**config.mk**
```make
export PLATFORM = sky130hd
export DESIGN_NAME = sleep_mode_controller
export DESIGN_NICKNAME = d
export VERILOG_FILES = /design/src/logic/sleep_ctrl_pkg.sv /design/src/logic/timed_unlock.sv /design/src/logic/sleep_mode_controller.sv
export SDC_FILE = /design/constraint.sdc
export NUM_CORES = 1
export LEC_CHECK = 0
export ABC_AREA = 0
export BUFFER_PORTS_ARGS = -buffer_cell sky130_fd_sc_hd__buf_2
export CAP_MARGIN = 20
export CORE_ASPECT_RATIO = 2
export CORE_MARGIN = 2
export CORE_UTILIZATION = 40
export CTS_BUF_LIST = sky130_fd_sc_hd__clkbuf_4 sky130_fd_sc_hd__clkbuf_8
export DETAILED_ROUTE_END_ITERATION = 16
export GPL_TIMING_DRIVEN = 0
export SLEW_MARGIN = 20
export SYNTH_ARGS = -nofsm -noshare
export SYNTH_HDL_FRONTEND = slang
export SYNTH_SLANG_ARGS = --single-unit
```
**constraint.sdc**
```tcl
create_clock -name i_clk -period 2.2 [get_ports i_clk]
set_clock_uncertainty 0.05 [all_clocks]
set_input_delay 0.22 -clock i_clk [delete_from_list [all_inputs] [get_ports i_clk]]
set_output_delay 0.22 -clock i_clk [all_outputs]
set_load 0.05 [all_outputs]
```
**src/logic/sleep_ctrl_pkg.sv**
```systemverilog
// Package: register map, field positions, mode codes and timing for the sleep controller
package sleep_ctrl_pkg;
    // ------------------------------------------------------------------
    // Register map (3-bit word index, 8-bit data)
    // ------------------------------------------------------------------
    localparam int ADDR_W = 3;
    localparam int DATA_W = 8;
    localparam logic [2:0] A_SLEEP_CTRL = 3'h0;
    localparam logic [2:0] A_CORE_CTRL = 3'h1;
    localparam logic [2:0] A_CMP_CTRL = 3'h2;
    localparam logic [2:0] A_WAKE_CFG = 3'h3;
    localparam logic [2:0] A_STATUS = 3'h4;

    // ------------------------------------------------------------------
    // Field positions and reset values
    // ------------------------------------------------------------------
    localparam int SE_BIT = 0;
    localparam int SM_LSB = 1;
    localparam int BROWNOUT_SLEEP_OFF_BIT = 6;
    localparam int BROWNOUT_SLEEP_OFF_EN_BIT = 5;
    localparam int CPD_BIT = 7;
    localparam int CFG_T2_ASYNC = 0;
    localparam int CFG_XTAL = 1;
    localparam int CFG_LVL_A = 2;
    localparam int CFG_LVL_B = 3;
    localparam int CFG_ADC_EN = 4;
    localparam int CFG_W = 5;
    localparam logic [2:0] SM_RESET = 3'h0;
    localparam logic [4:0] CFG_RESET = 5'h00;

    // ------------------------------------------------------------------
    // Sleep mode codes
    // ------------------------------------------------------------------
    localparam logic [2:0] M_IDLE = 3'h0;
    localparam logic [2:0] M_ADCNR = 3'h1;
    localparam logic [2:0] M_PDOWN = 3'h2;
    localparam logic [2:0] M_PSAVE = 3'h3;
    localparam logic [2:0] M_STBY = 3'h6;
    localparam logic [2:0] M_XSTBY = 3'h7;

    typedef enum logic [3:0] {
        ST_RUN = 4'h1,
        ST_SLEEP = 4'h2,
        ST_START = 4'h4,
        ST_HALT = 4'h8
    } state_t;

    // ------------------------------------------------------------------
    // Timing
    // ------------------------------------------------------------------
    localparam int CNT_W = 10;
    localparam int CLK_PERIOD_NS = 100;
    localparam int BOD_WAKE_NS = 60000;
    localparam logic [9:0] BOD_WAKE_CYC = 10'((BOD_WAKE_NS + CLK_PERIOD_NS - 1) / CLK_PERIOD_NS);
    localparam logic [9:0] STBY_WAKE_CYC = 10'h006;
    localparam logic [9:0] FAST_WAKE_CYC = 10'h001;
    localparam logic [9:0] HALT_CYC = 10'h004;
    localparam logic [2:0] UNLOCK_CYC = 3'h4;
endpackage

```
**src/logic/timed_unlock.sv**
```systemverilog
// Timed two-write unlock guarding the brownout sleep-off bit
module timed_unlock #(
    parameter logic [2:0] WIN_CYC = sleep_ctrl_pkg::UNLOCK_CYC
) (
    input wire logic i_clk,   // System clock
    input wire logic i_srst,  // Synchronous reset
    input wire logic i_wr,    // Write to the control register
    input wire logic i_value, // Written value of the guarded bit
    input wire logic i_arm,   // Written value of the enable bit
    output logic o_value,     // Guarded bit
    output logic o_open       // Unlock window open
);
    logic [2:0] win_q;
    logic value_q;
    wire arm_wr = i_wr && i_arm && i_value;
    wire commit_wr = i_wr && !i_arm && (win_q != 3'h0);
    wire clear_wr = i_wr && !i_arm && !i_value;

    // Rearming inside the window neither extends nor closes it
    always_ff @(posedge i_clk) begin
        if (i_srst) begin
            win_q <= 3'h0;
        end else if (commit_wr) begin
            win_q <= 3'h0;
        end else if (arm_wr && win_q == 3'h0) begin
            win_q <= WIN_CYC;
        end else if (win_q != 3'h0) begin
            win_q <= win_q - 3'h1;
        end
    end

    // Setting needs the sequence; clearing back to safe is always allowed
    always_ff @(posedge i_clk) begin
        if (i_srst) begin
            value_q <= 1'b0;
        end else if (commit_wr) begin
            value_q <= i_value;
        end else if (clear_wr) begin
            value_q <= 1'b0;
        end
    end

    assign o_value = value_q;
    assign o_open = win_q != 3'h0;
endmodule // timed_unlock

```
**src/logic/sleep_mode_controller.sv**
```systemverilog
// Sleep-mode controller: clock domain gating, wake selection and wake sequencing
// What this block does
// Sleep starts only on sleep instruction with sleep_enable set; mode field picks mode.
// Mode 000 Idle stops only CPU and flash clocks.
// Idle wakes on external and all internal interrupts.
// comparator_power_down removes the comparator as a wake source and powers it off.
// Mode 001 stops I/O, CPU and flash clocks; converter and asynchronous parts run.
// Entering converter noise mode with converter enabled starts a conversion.
// Converter noise mode wakes only on its listed sources.
// Outside Idle, the two external pins wake only when level-triggered.
// Timer 2 wake outside Idle, and asynchronous clock, stay only in asynchronous timer mode.
// Interrupt wake holds CPU four cycles past start-up, then services interrupt.
// Register file and static RAM keep their contents across sleep.
// A reset during sleep wakes and restarts from the reset vector.
// brownout_sleep_off 1 disables detector in allowed modes; resets to 0.
// Detector disable only in Power-down, Power-save, Standby, Extended Standby.
// Detector goes off right after entry and returns on wake.
// After a sleep with detector off, resume waits about 60 us.
// brownout_sleep_off is set only through a timed enable sequence; clearing it to 0 needs no sequence.
// Software should use Standby only with a crystal clock source.
// Mode 010 Power-down stops oscillator and all generated clocks.
// Mode 011 Power-save is Power-down plus a running timer 2 wake.
// Modes 110/111 with crystal keep oscillator and wake in six cycles.
// Sleep instruction with sleep_enable clear is a no-operation.
// Wake logic runs on the ungated clock so works while I/O clock stops.
//
// The placing of the registers and the plain strobed port were decided locally.
module sleep_mode_controller #(
    parameter logic [9:0] STARTUP_CYC = 10'h010
) (
    input wire logic i_clk,            // Ungated system clock
    input wire logic i_srst,           // Synchronous reset, active high
    input wire logic [2:0] i_addr,     // Register index
    input wire logic [7:0] i_wdata,    // Write data
    input wire logic i_wr,             // Write strobe
    input wire logic i_rd,             // Read strobe
    output logic [7:0] o_rdata,        // Read data, cycle after strobe
    input wire logic i_sleep_instr,    // CPU executes sleep, one pulse
    input wire logic i_reset_wake,     // Reset request during sleep
    input wire logic i_ext_irq_a,      // External pin a interrupt
    input wire logic i_ext_irq_b,      // External pin b interrupt
    input wire logic i_pin_change_irq, // Pin change interrupt
    input wire logic i_twi_match,      // Two-wire address match
    input wire logic i_timer2_irq,     // Timer 2 interrupt
    input wire logic i_self_prog_irq,  // Self-program / EEPROM ready
    input wire logic i_adc_done_irq,   // Conversion complete
    input wire logic i_watchdog_irq,   // Watchdog interrupt
    input wire logic i_cmp_irq,        // Analog comparator interrupt
    input wire logic i_other_irq,      // Other I/O interrupts
    output logic o_cpu_clk_en,         // cpu_clock enable
    output logic o_flash_clk_en,       // flash_clock enable
    output logic o_io_clk_en,          // io_clock enable
    output logic o_adc_clk_en,         // converter_clock enable
    output logic o_asy_clk_en,         // Timer 2 asynchronous clock enable
    output logic o_main_osc_en,        // Main oscillator enable
    output logic o_bod_en,             // brownout_detector enable
    output logic o_cmp_power_off,      // Comparator powered down
    output logic o_adc_start,          // Start conversion, one pulse
    output logic o_irq_service,        // Resume into interrupt, one pulse
    output logic o_reset_vector,       // Resume at reset vector, one pulse
    output logic o_sleeping            // Block is asleep or waking
);
    // ------------------------------------------------------------------
    // Register bus
    // ------------------------------------------------------------------
    logic se_q;
    logic [2:0] sm_q;
    logic cpd_q;
    logic [4:0] cfg_q;
    logic brownout_sleep_off;
    logic unlock_open;
    wire wr_sleep = i_wr && i_addr == sleep_ctrl_pkg::A_SLEEP_CTRL;
    wire wr_core = i_wr && i_addr == sleep_ctrl_pkg::A_CORE_CTRL;
    wire wr_cmp = i_wr && i_addr == sleep_ctrl_pkg::A_CMP_CTRL;
    wire wr_cfg = i_wr && i_addr == sleep_ctrl_pkg::A_WAKE_CFG;
    wire t2_async = cfg_q[sleep_ctrl_pkg::CFG_T2_ASYNC];
    wire xtal = cfg_q[sleep_ctrl_pkg::CFG_XTAL];

    always_ff @(posedge i_clk) begin
        if (i_srst) begin
            se_q <= 1'b0;
            sm_q <= sleep_ctrl_pkg::SM_RESET;
        end else if (wr_sleep) begin
            se_q <= i_wdata[sleep_ctrl_pkg::SE_BIT];
            sm_q <= i_wdata[sleep_ctrl_pkg::SM_LSB +: 3];
        end
    end

    always_ff @(posedge i_clk) begin
        if (i_srst) begin
            cpd_q <= 1'b0;
            cfg_q <= sleep_ctrl_pkg::CFG_RESET;
        end else begin
            if (wr_cmp) cpd_q <= i_wdata[sleep_ctrl_pkg::CPD_BIT];
            if (wr_cfg) cfg_q <= i_wdata[4:0];
        end
    end

    timed_unlock u_brownout_sleep_off_unlock (
        .i_clk(i_clk),
        .i_srst(i_srst),
        .i_wr(wr_core),
        .i_value(i_wdata[sleep_ctrl_pkg::BROWNOUT_SLEEP_OFF_BIT]),
        .i_arm(i_wdata[sleep_ctrl_pkg::BROWNOUT_SLEEP_OFF_EN_BIT]),
        .o_value(brownout_sleep_off),
        .o_open(unlock_open)
    );

    // ------------------------------------------------------------------
    // Mode decode
    // ------------------------------------------------------------------
    // Without a crystal, standby codes fall back to Power-down / Power-save
    function automatic logic [2:0] eff_mode(input logic [2:0] sm, input logic xt);
        eff_mode = (sm[2:1] == 2'b11 && !xt) ? {2'b01, sm[0]} : sm;
    endfunction

    function automatic logic is_deep(input logic [2:0] m);
        is_deep = m[1];
    endfunction

    sleep_ctrl_pkg::state_t state_q, state_d;
    logic [2:0] mode_q;
    logic bod_off_q;
    logic cause_reset_q;
    logic [9:0] cnt_q;
    wire [2:0] mode_now = eff_mode(sm_q, xtal);
    wire mode_legal = sm_q[2:1] != 2'b10;
    wire is_run = state_q == sleep_ctrl_pkg::ST_RUN;
    wire is_sleep = state_q == sleep_ctrl_pkg::ST_SLEEP;
    wire is_start = state_q == sleep_ctrl_pkg::ST_START;
    wire is_halt = state_q == sleep_ctrl_pkg::ST_HALT;
    // Disabled sleep_enable leaves the CPU running
    wire go_sleep = is_run && i_sleep_instr && se_q && mode_legal;
    wire bod_may_off = brownout_sleep_off && is_deep(mode_now);

    // ------------------------------------------------------------------
    // Wake sources, evaluated on the ungated clock
    // ------------------------------------------------------------------
    wire m_idle = mode_q == sleep_ctrl_pkg::M_IDLE;
    wire m_adcnr = mode_q == sleep_ctrl_pkg::M_ADCNR;
    wire m_t2 = mode_q[0] || !mode_q[1];
    wire ext_ok = (i_ext_irq_a && (m_idle || cfg_q[sleep_ctrl_pkg::CFG_LVL_A]))
        || (i_ext_irq_b && (m_idle || cfg_q[sleep_ctrl_pkg::CFG_LVL_B]));
    wire t2_ok = i_timer2_irq && (m_idle || (t2_async && m_t2));
    wire common_ok = ext_ok || i_pin_change_irq || i_twi_match || i_watchdog_irq;
    wire idle_ok = m_idle && (i_other_irq || (i_cmp_irq && !cpd_q));
    wire adc_ok = (m_idle || m_adcnr) && (i_adc_done_irq || i_self_prog_irq);
    wire irq_wake = is_sleep && (common_ok || t2_ok || idle_ok || adc_ok);
    wire rst_wake = is_sleep && i_reset_wake;
    wire wake = irq_wake || rst_wake;

    // ------------------------------------------------------------------
    // Wake timing
    // ------------------------------------------------------------------
    wire [9:0] base_cyc = is_deep(mode_q)
        ? (mode_q[2] ? sleep_ctrl_pkg::STBY_WAKE_CYC : STARTUP_CYC)
        : sleep_ctrl_pkg::FAST_WAKE_CYC;
    wire [9:0] wake_cyc = (bod_off_q && base_cyc < sleep_ctrl_pkg::BOD_WAKE_CYC)
        ? sleep_ctrl_pkg::BOD_WAKE_CYC : base_cyc;
    wire cnt_last = cnt_q == 10'h001;

    // ------------------------------------------------------------------
    // Sequencer
    // ------------------------------------------------------------------
    always_comb begin
        state_d = state_q;
        unique case (state_q)
            sleep_ctrl_pkg::ST_RUN: begin
                if (go_sleep) state_d = sleep_ctrl_pkg::ST_SLEEP;
            end
            sleep_ctrl_pkg::ST_SLEEP: begin
                if (wake) state_d = sleep_ctrl_pkg::ST_START;
            end
            sleep_ctrl_pkg::ST_START: begin
                if (cnt_last) state_d = sleep_ctrl_pkg::ST_HALT;
            end
            sleep_ctrl_pkg::ST_HALT: begin
                if (cnt_last) state_d = sleep_ctrl_pkg::ST_RUN;
            end
        endcase
    end

    always_ff @(posedge i_clk) begin
        if (i_srst) begin
            state_q <= sleep_ctrl_pkg::ST_RUN;
        end else begin
            state_q <= state_d;
        end
    end

    always_ff @(posedge i_clk) begin
        if (i_srst) begin
            cnt_q <= 10'h000;
        end else if (wake) begin
            cnt_q <= wake_cyc;
        end else if (is_start && cnt_last) begin
            cnt_q <= sleep_ctrl_pkg::HALT_CYC;
        end else if (cnt_q != 10'h000) begin
            cnt_q <= cnt_q - 10'h001;
        end
    end

    always_ff @(posedge i_clk) begin
        if (i_srst) begin
            mode_q <= sleep_ctrl_pkg::M_IDLE;
            bod_off_q <= 1'b0;
        end else if (go_sleep) begin
            mode_q <= mode_now;
            bod_off_q <= bod_may_off;
        end else if (is_run) begin
            bod_off_q <= 1'b0;
        end
    end

    // A reset arriving during the wake count still wins over the interrupt
    always_ff @(posedge i_clk) begin
        if (i_srst) begin
            cause_reset_q <= 1'b0;
        end else if (go_sleep) begin
            cause_reset_q <= 1'b0;
        end else if (rst_wake || ((is_start || is_halt) && i_reset_wake)) begin
            cause_reset_q <= 1'b1;
        end
    end

    // ------------------------------------------------------------------
    // Clock enables, all registered from the next state
    // ------------------------------------------------------------------
    // Gating only stops clocks; storage is never reset here, so contents stay
    wire asleep_d = state_d == sleep_ctrl_pkg::ST_SLEEP;
    wire [2:0] mode_d = go_sleep ? mode_now : mode_q;
    wire idle_d = mode_d == sleep_ctrl_pkg::M_IDLE;
    wire adcnr_d = mode_d == sleep_ctrl_pkg::M_ADCNR;
    wire run_d = state_d == sleep_ctrl_pkg::ST_RUN;
    wire io_d = !asleep_d || idle_d;
    wire adc_d = !asleep_d || idle_d || adcnr_d;
    wire asy_d = t2_async && (!asleep_d || idle_d || mode_d[0]);
    wire osc_d = !asleep_d || !is_deep(mode_d) || mode_d[2];
    wire bod_d = !(asleep_d && (go_sleep ? bod_may_off : bod_off_q));
    wire resume = is_halt && cnt_last;

    always_ff @(posedge i_clk) begin
        if (i_srst) begin
            o_cpu_clk_en <= 1'b1;
            o_flash_clk_en <= 1'b1;
            o_io_clk_en <= 1'b1;
            o_adc_clk_en <= 1'b1;
            o_asy_clk_en <= 1'b0;
            o_main_osc_en <= 1'b1;
            o_bod_en <= 1'b1;
            o_sleeping <= 1'b0;
        end else begin
            o_cpu_clk_en <= run_d;
            o_flash_clk_en <= run_d;
            o_io_clk_en <= io_d;
            o_adc_clk_en <= adc_d;
            o_asy_clk_en <= asy_d;
            o_main_osc_en <= osc_d;
            o_bod_en <= bod_d;
            o_sleeping <= !run_d;
        end
    end

    always_ff @(posedge i_clk) begin
        if (i_srst) begin
            o_adc_start <= 1'b0;
            o_irq_service <= 1'b0;
            o_reset_vector <= 1'b0;
            o_cmp_power_off <= 1'b0;
        end else begin
            o_adc_start <= go_sleep && mode_now == sleep_ctrl_pkg::M_ADCNR
                && cfg_q[sleep_ctrl_pkg::CFG_ADC_EN];
            o_irq_service <= resume && !cause_reset_q && !i_reset_wake;
            o_reset_vector <= resume && (cause_reset_q || i_reset_wake);
            o_cmp_power_off <= cpd_q;
        end
    end

    // ------------------------------------------------------------------
    // Read-back
    // ------------------------------------------------------------------
    wire [7:0] status_word = {1'b0, cause_reset_q, unlock_open, bod_off_q, state_q};
    wire [7:0] rd_mux =
        (i_addr == sleep_ctrl_pkg::A_SLEEP_CTRL) ? {4'h0, sm_q, se_q} :
        (i_addr == sleep_ctrl_pkg::A_CORE_CTRL) ? {1'b0, brownout_sleep_off, 6'h00} :
        (i_addr == sleep_ctrl_pkg::A_CMP_CTRL) ? {cpd_q, 7'h00} :
        (i_addr == sleep_ctrl_pkg::A_WAKE_CFG) ? {3'h0, cfg_q} :
        (i_addr == sleep_ctrl_pkg::A_STATUS) ? status_word : 8'h00;

    always_ff @(posedge i_clk) begin
        if (i_srst) begin
            o_rdata <= 8'h00;
        end else begin
            o_rdata <= i_rd ? rd_mux : 8'h00;
        end
    end
endmodule // sleep_mode_controller

```
==> run_results.csv <==
group,metric,value,unit
status,run_status,"completed",
synthesis,synthesis.nets,310,
cts,h-tree-depth,2,
power_and_ir_drop,vdd_drop_max,0.000510,V
floorplanning,rows,40,
power_and_ir_drop,p_per_area,879,mW/mm^2
setup_path,crit_fanout,6,
timing,rsz0062_at_grt,"no",
synthesis,yosys_warnings,0,
cts,cts_tree,"built",
timing,slew_headroom,42.6,%
placed_design,place_ws,-0.355,ns
finish,fin_nets,361,
timing,worst_pin_slew,0.854,ns
floorplanning,die_y,115,microns
grt,antenna_found_initial,0,
floorplanning,initial_core_util,41.2,%
setup_path,crit_required,2.39,ns
cts,clock-sinks,52,
min_path,min_to,"cpd_q",
timing,report.final.slew_viol_count,0,
setup_path,critPathKind,"reg -> reg",
detailed_routing,drt_wl_total,6340,microns
synthesis,synth_cell_types,51,
cts,clk_latency,0.32,ns
synthesis,syn_area,0.00246,sq mm
detailed_routing,drc,0,
floorplanning,die_x,59.4,microns
setup_path,r2r-end,"cnt_q[2]",
synthesis,synth_top_area_cell,"dfxtp_1",
detailed_routing,viasPerCell,5.60,
floorplanning,coreArea,0.00596,sq mm
grt,grt_use_total,20.2,%
detailed_routing,drt_iter0_markers,65,
cts,clockBufferDepth,2,
finish,diodes,0,
timing,fin_crit_sh,97.2,%
placed_design,routabilityCongestion,0.858,
detailed_routing,vias,2208,
setup_path,arrival,2.33,ns
grt,grt_pass1_vias,2243,
min_path,holdPathStages,3,
job,drv_cap,0,
synthesis,syn_area_per_cell,8.80,sq um
setup_path,r2r_start,"cnt_q[5]",
cts,clk_pin_slew,0.09,ns
finish,fill_cells,603,
finish,final_cells,394,
placed_design,place.port_buffers,45,
timing,fmax,468,MHz
power_and_ir_drop,power.total,2.53,mW
placed_design,dpl.cell_count,387,
setup_path,start_kind,"flop",
floorplanning,io_pins,47,
setup_path,cp-end-kind,"flop",
grt,grt_pass1_wl,10300,microns
synthesis,synth_most_common_cell,"dfxtp_1",
detailed_routing,wire_per_inst,16.1,microns
timing,fin_ws,0.0620,ns
synthesis,ys_seq_area_share,42.4,%
synthesis,async_flop_share,0,%
floorplanning,die_area,0.00682,sq mm
cts,cts_made_buffers,5,
detailed_routing,drtPass1Iterations,4,
synthesis,synth_common_cells,"52 x dfxtp_1, 40 x nor2_1, 17 x nand2_1",
min_path,hold_start,"i_wdata[7]",
synthesis,synth-main-ff-cell,"dfxtp_1",
synthesis,synth_seq_cells,52,
synthesis,yosysTopAreaCellShare,42.4,%
grt,grt.overflow.total,0,
timing,finalHoldViolations,0,
synthesis,syn-instance-count,279,
setup_path,reg2regPathDepth,5,
finish,drive_above_1_share,22.4,%
min_path,min-delay-path-class,"in -> reg",
detailed_routing,antenna_left,0,
synthesis,synth-edff-count,0,
timing,setup_viol,0,
setup_path,r2r_slack,0.06,ns
placed_design,hpwl,4980,microns
finish,syn_to_final_growth,17.5,%
grt,grt_max_degree,15,
timing,min_period,2.14,ns
power_and_ir_drop,leakagePower,1.19,nW
cts,cts-root-buf,"clkbuf_8",
synthesis,synth_area_leaders,"dfxtp_1 42%, nor2_1 6.1%, mux2i_1 4.9%",
[critical path: stages (launching register included)]
cell	delay, ns
dfxtp_1	0.36
or4_4	0.60
or4b_4	0.59
nor2_8	0.19
nor4_2	0.07
a211oi_2	0.20
[cells by family after synthesis]
family | Yosys count | synth area share [%]
buf+inv | 25 | 4.13
mux | 12 | 4.89
simple gates | 117 | 25.7
compound gates | 61 | 18.0
flops | 52 | 42.4
xor+xnor | 8 | 2.85
fa+ha+maj | 4 | 2.04
[registers in the layout, indices dropped and copies added (netlist names), 3 cells and up]
name and cells:
cfg_q 5, u_brownout_sleep_off_unlock.win_q 3, mode_q 3, cnt_q 10, o_rdata 8, sm_q 3
state_q 4
[placed cells by master, fill, tap and decap left out, types with 3 or more instances in the layout]
master,instances
nor2_1,40
nor2b_1,8
clkbuf_8,6
xnor2_1,8
clkbuf_1,5
a21oi_1,16
buf_2,48
a22oi_1,4
ha_1,4
o21ai_0,12
dfxtp_1,52
mux2i_1,12
and3_1,3
and2_1,4
nand2b_1,8
nand3_1,6
o211ai_1,3
nand2_1,17
nor3_1,7
nor4_1,7
inv_1,13
o31ai_1,3
[power breakdown]
part           switching [mW]  total (mW)  internal, mW
sequential             0.0875        1.12          1.04
combinational           0.439       0.817         0.378
clock                   0.313       0.595         0.282
[final cells by class]
cell class,instances,area [sq um],share of cell area [%]
Inverter,13,48.8,1.69
Clock buffer,8,97.6,3.38
Buffer,10,45.0,1.56
Sequential cell,52,1040,36.1
Multi-Input combinational cell,202,1340,46.5
Tap cell,63,78.8,2.73
Timing Repair Buffer,46,233,8.07
[how the worst max path moves through the flow]
stage,startpoint,to,slack [ns],cells past startpoint
after global routing,state_q[3],o_io_clk_en,0.001,7
after floorplan,cnt_q[5],cnt_q[2],0.20,5
final,cnt_q[5],cnt_q[2],0.06,5
after CTS,state_q[3],o_asy_clk_en,0.0003,7
after detailed placement,state_q[3],o_main_osc_en,-0.35,7
after global placement,state_q[3],o_main_osc_en,-0.33,7
[what timing repair did]
action / CTS / global route
hold endpoints to repair: 0 / 0
buffers inserted: 1 / 0
cloned: 0 / 0
pin swaps: 1 / 1
hold buffers: 0 / 0
gates resized for setup: 2 / 3
setup endpoints to repair: 6 / 14
[through the flow]
stage	setup TNS [ns]	area [sq um]	hold WS, ns	utilization [%]
2_1_floorplan	0	2460	0.247	-
3_3_place_gp	-1.07	2760	0.404	46.3
3_5_place_dp	-1.18	2760	0.399	46.3
4_1_cts	0	2880	0.0994	48.3
5_1_grt	0	2890	0.101	48.4
6_report	0	2890	0.0964	48.4
[routing by layer]
metal	vias to the layer above	share of wire (%)	track usage, %
li1	1103	-	-
met1	1035	36	20.1
met2	50	57	37.2
met3	20	2.9	3.37
met4	0	3.9	11.7
met5	-	0	0
Note: power is estimated with default switching activity, not from simulation.
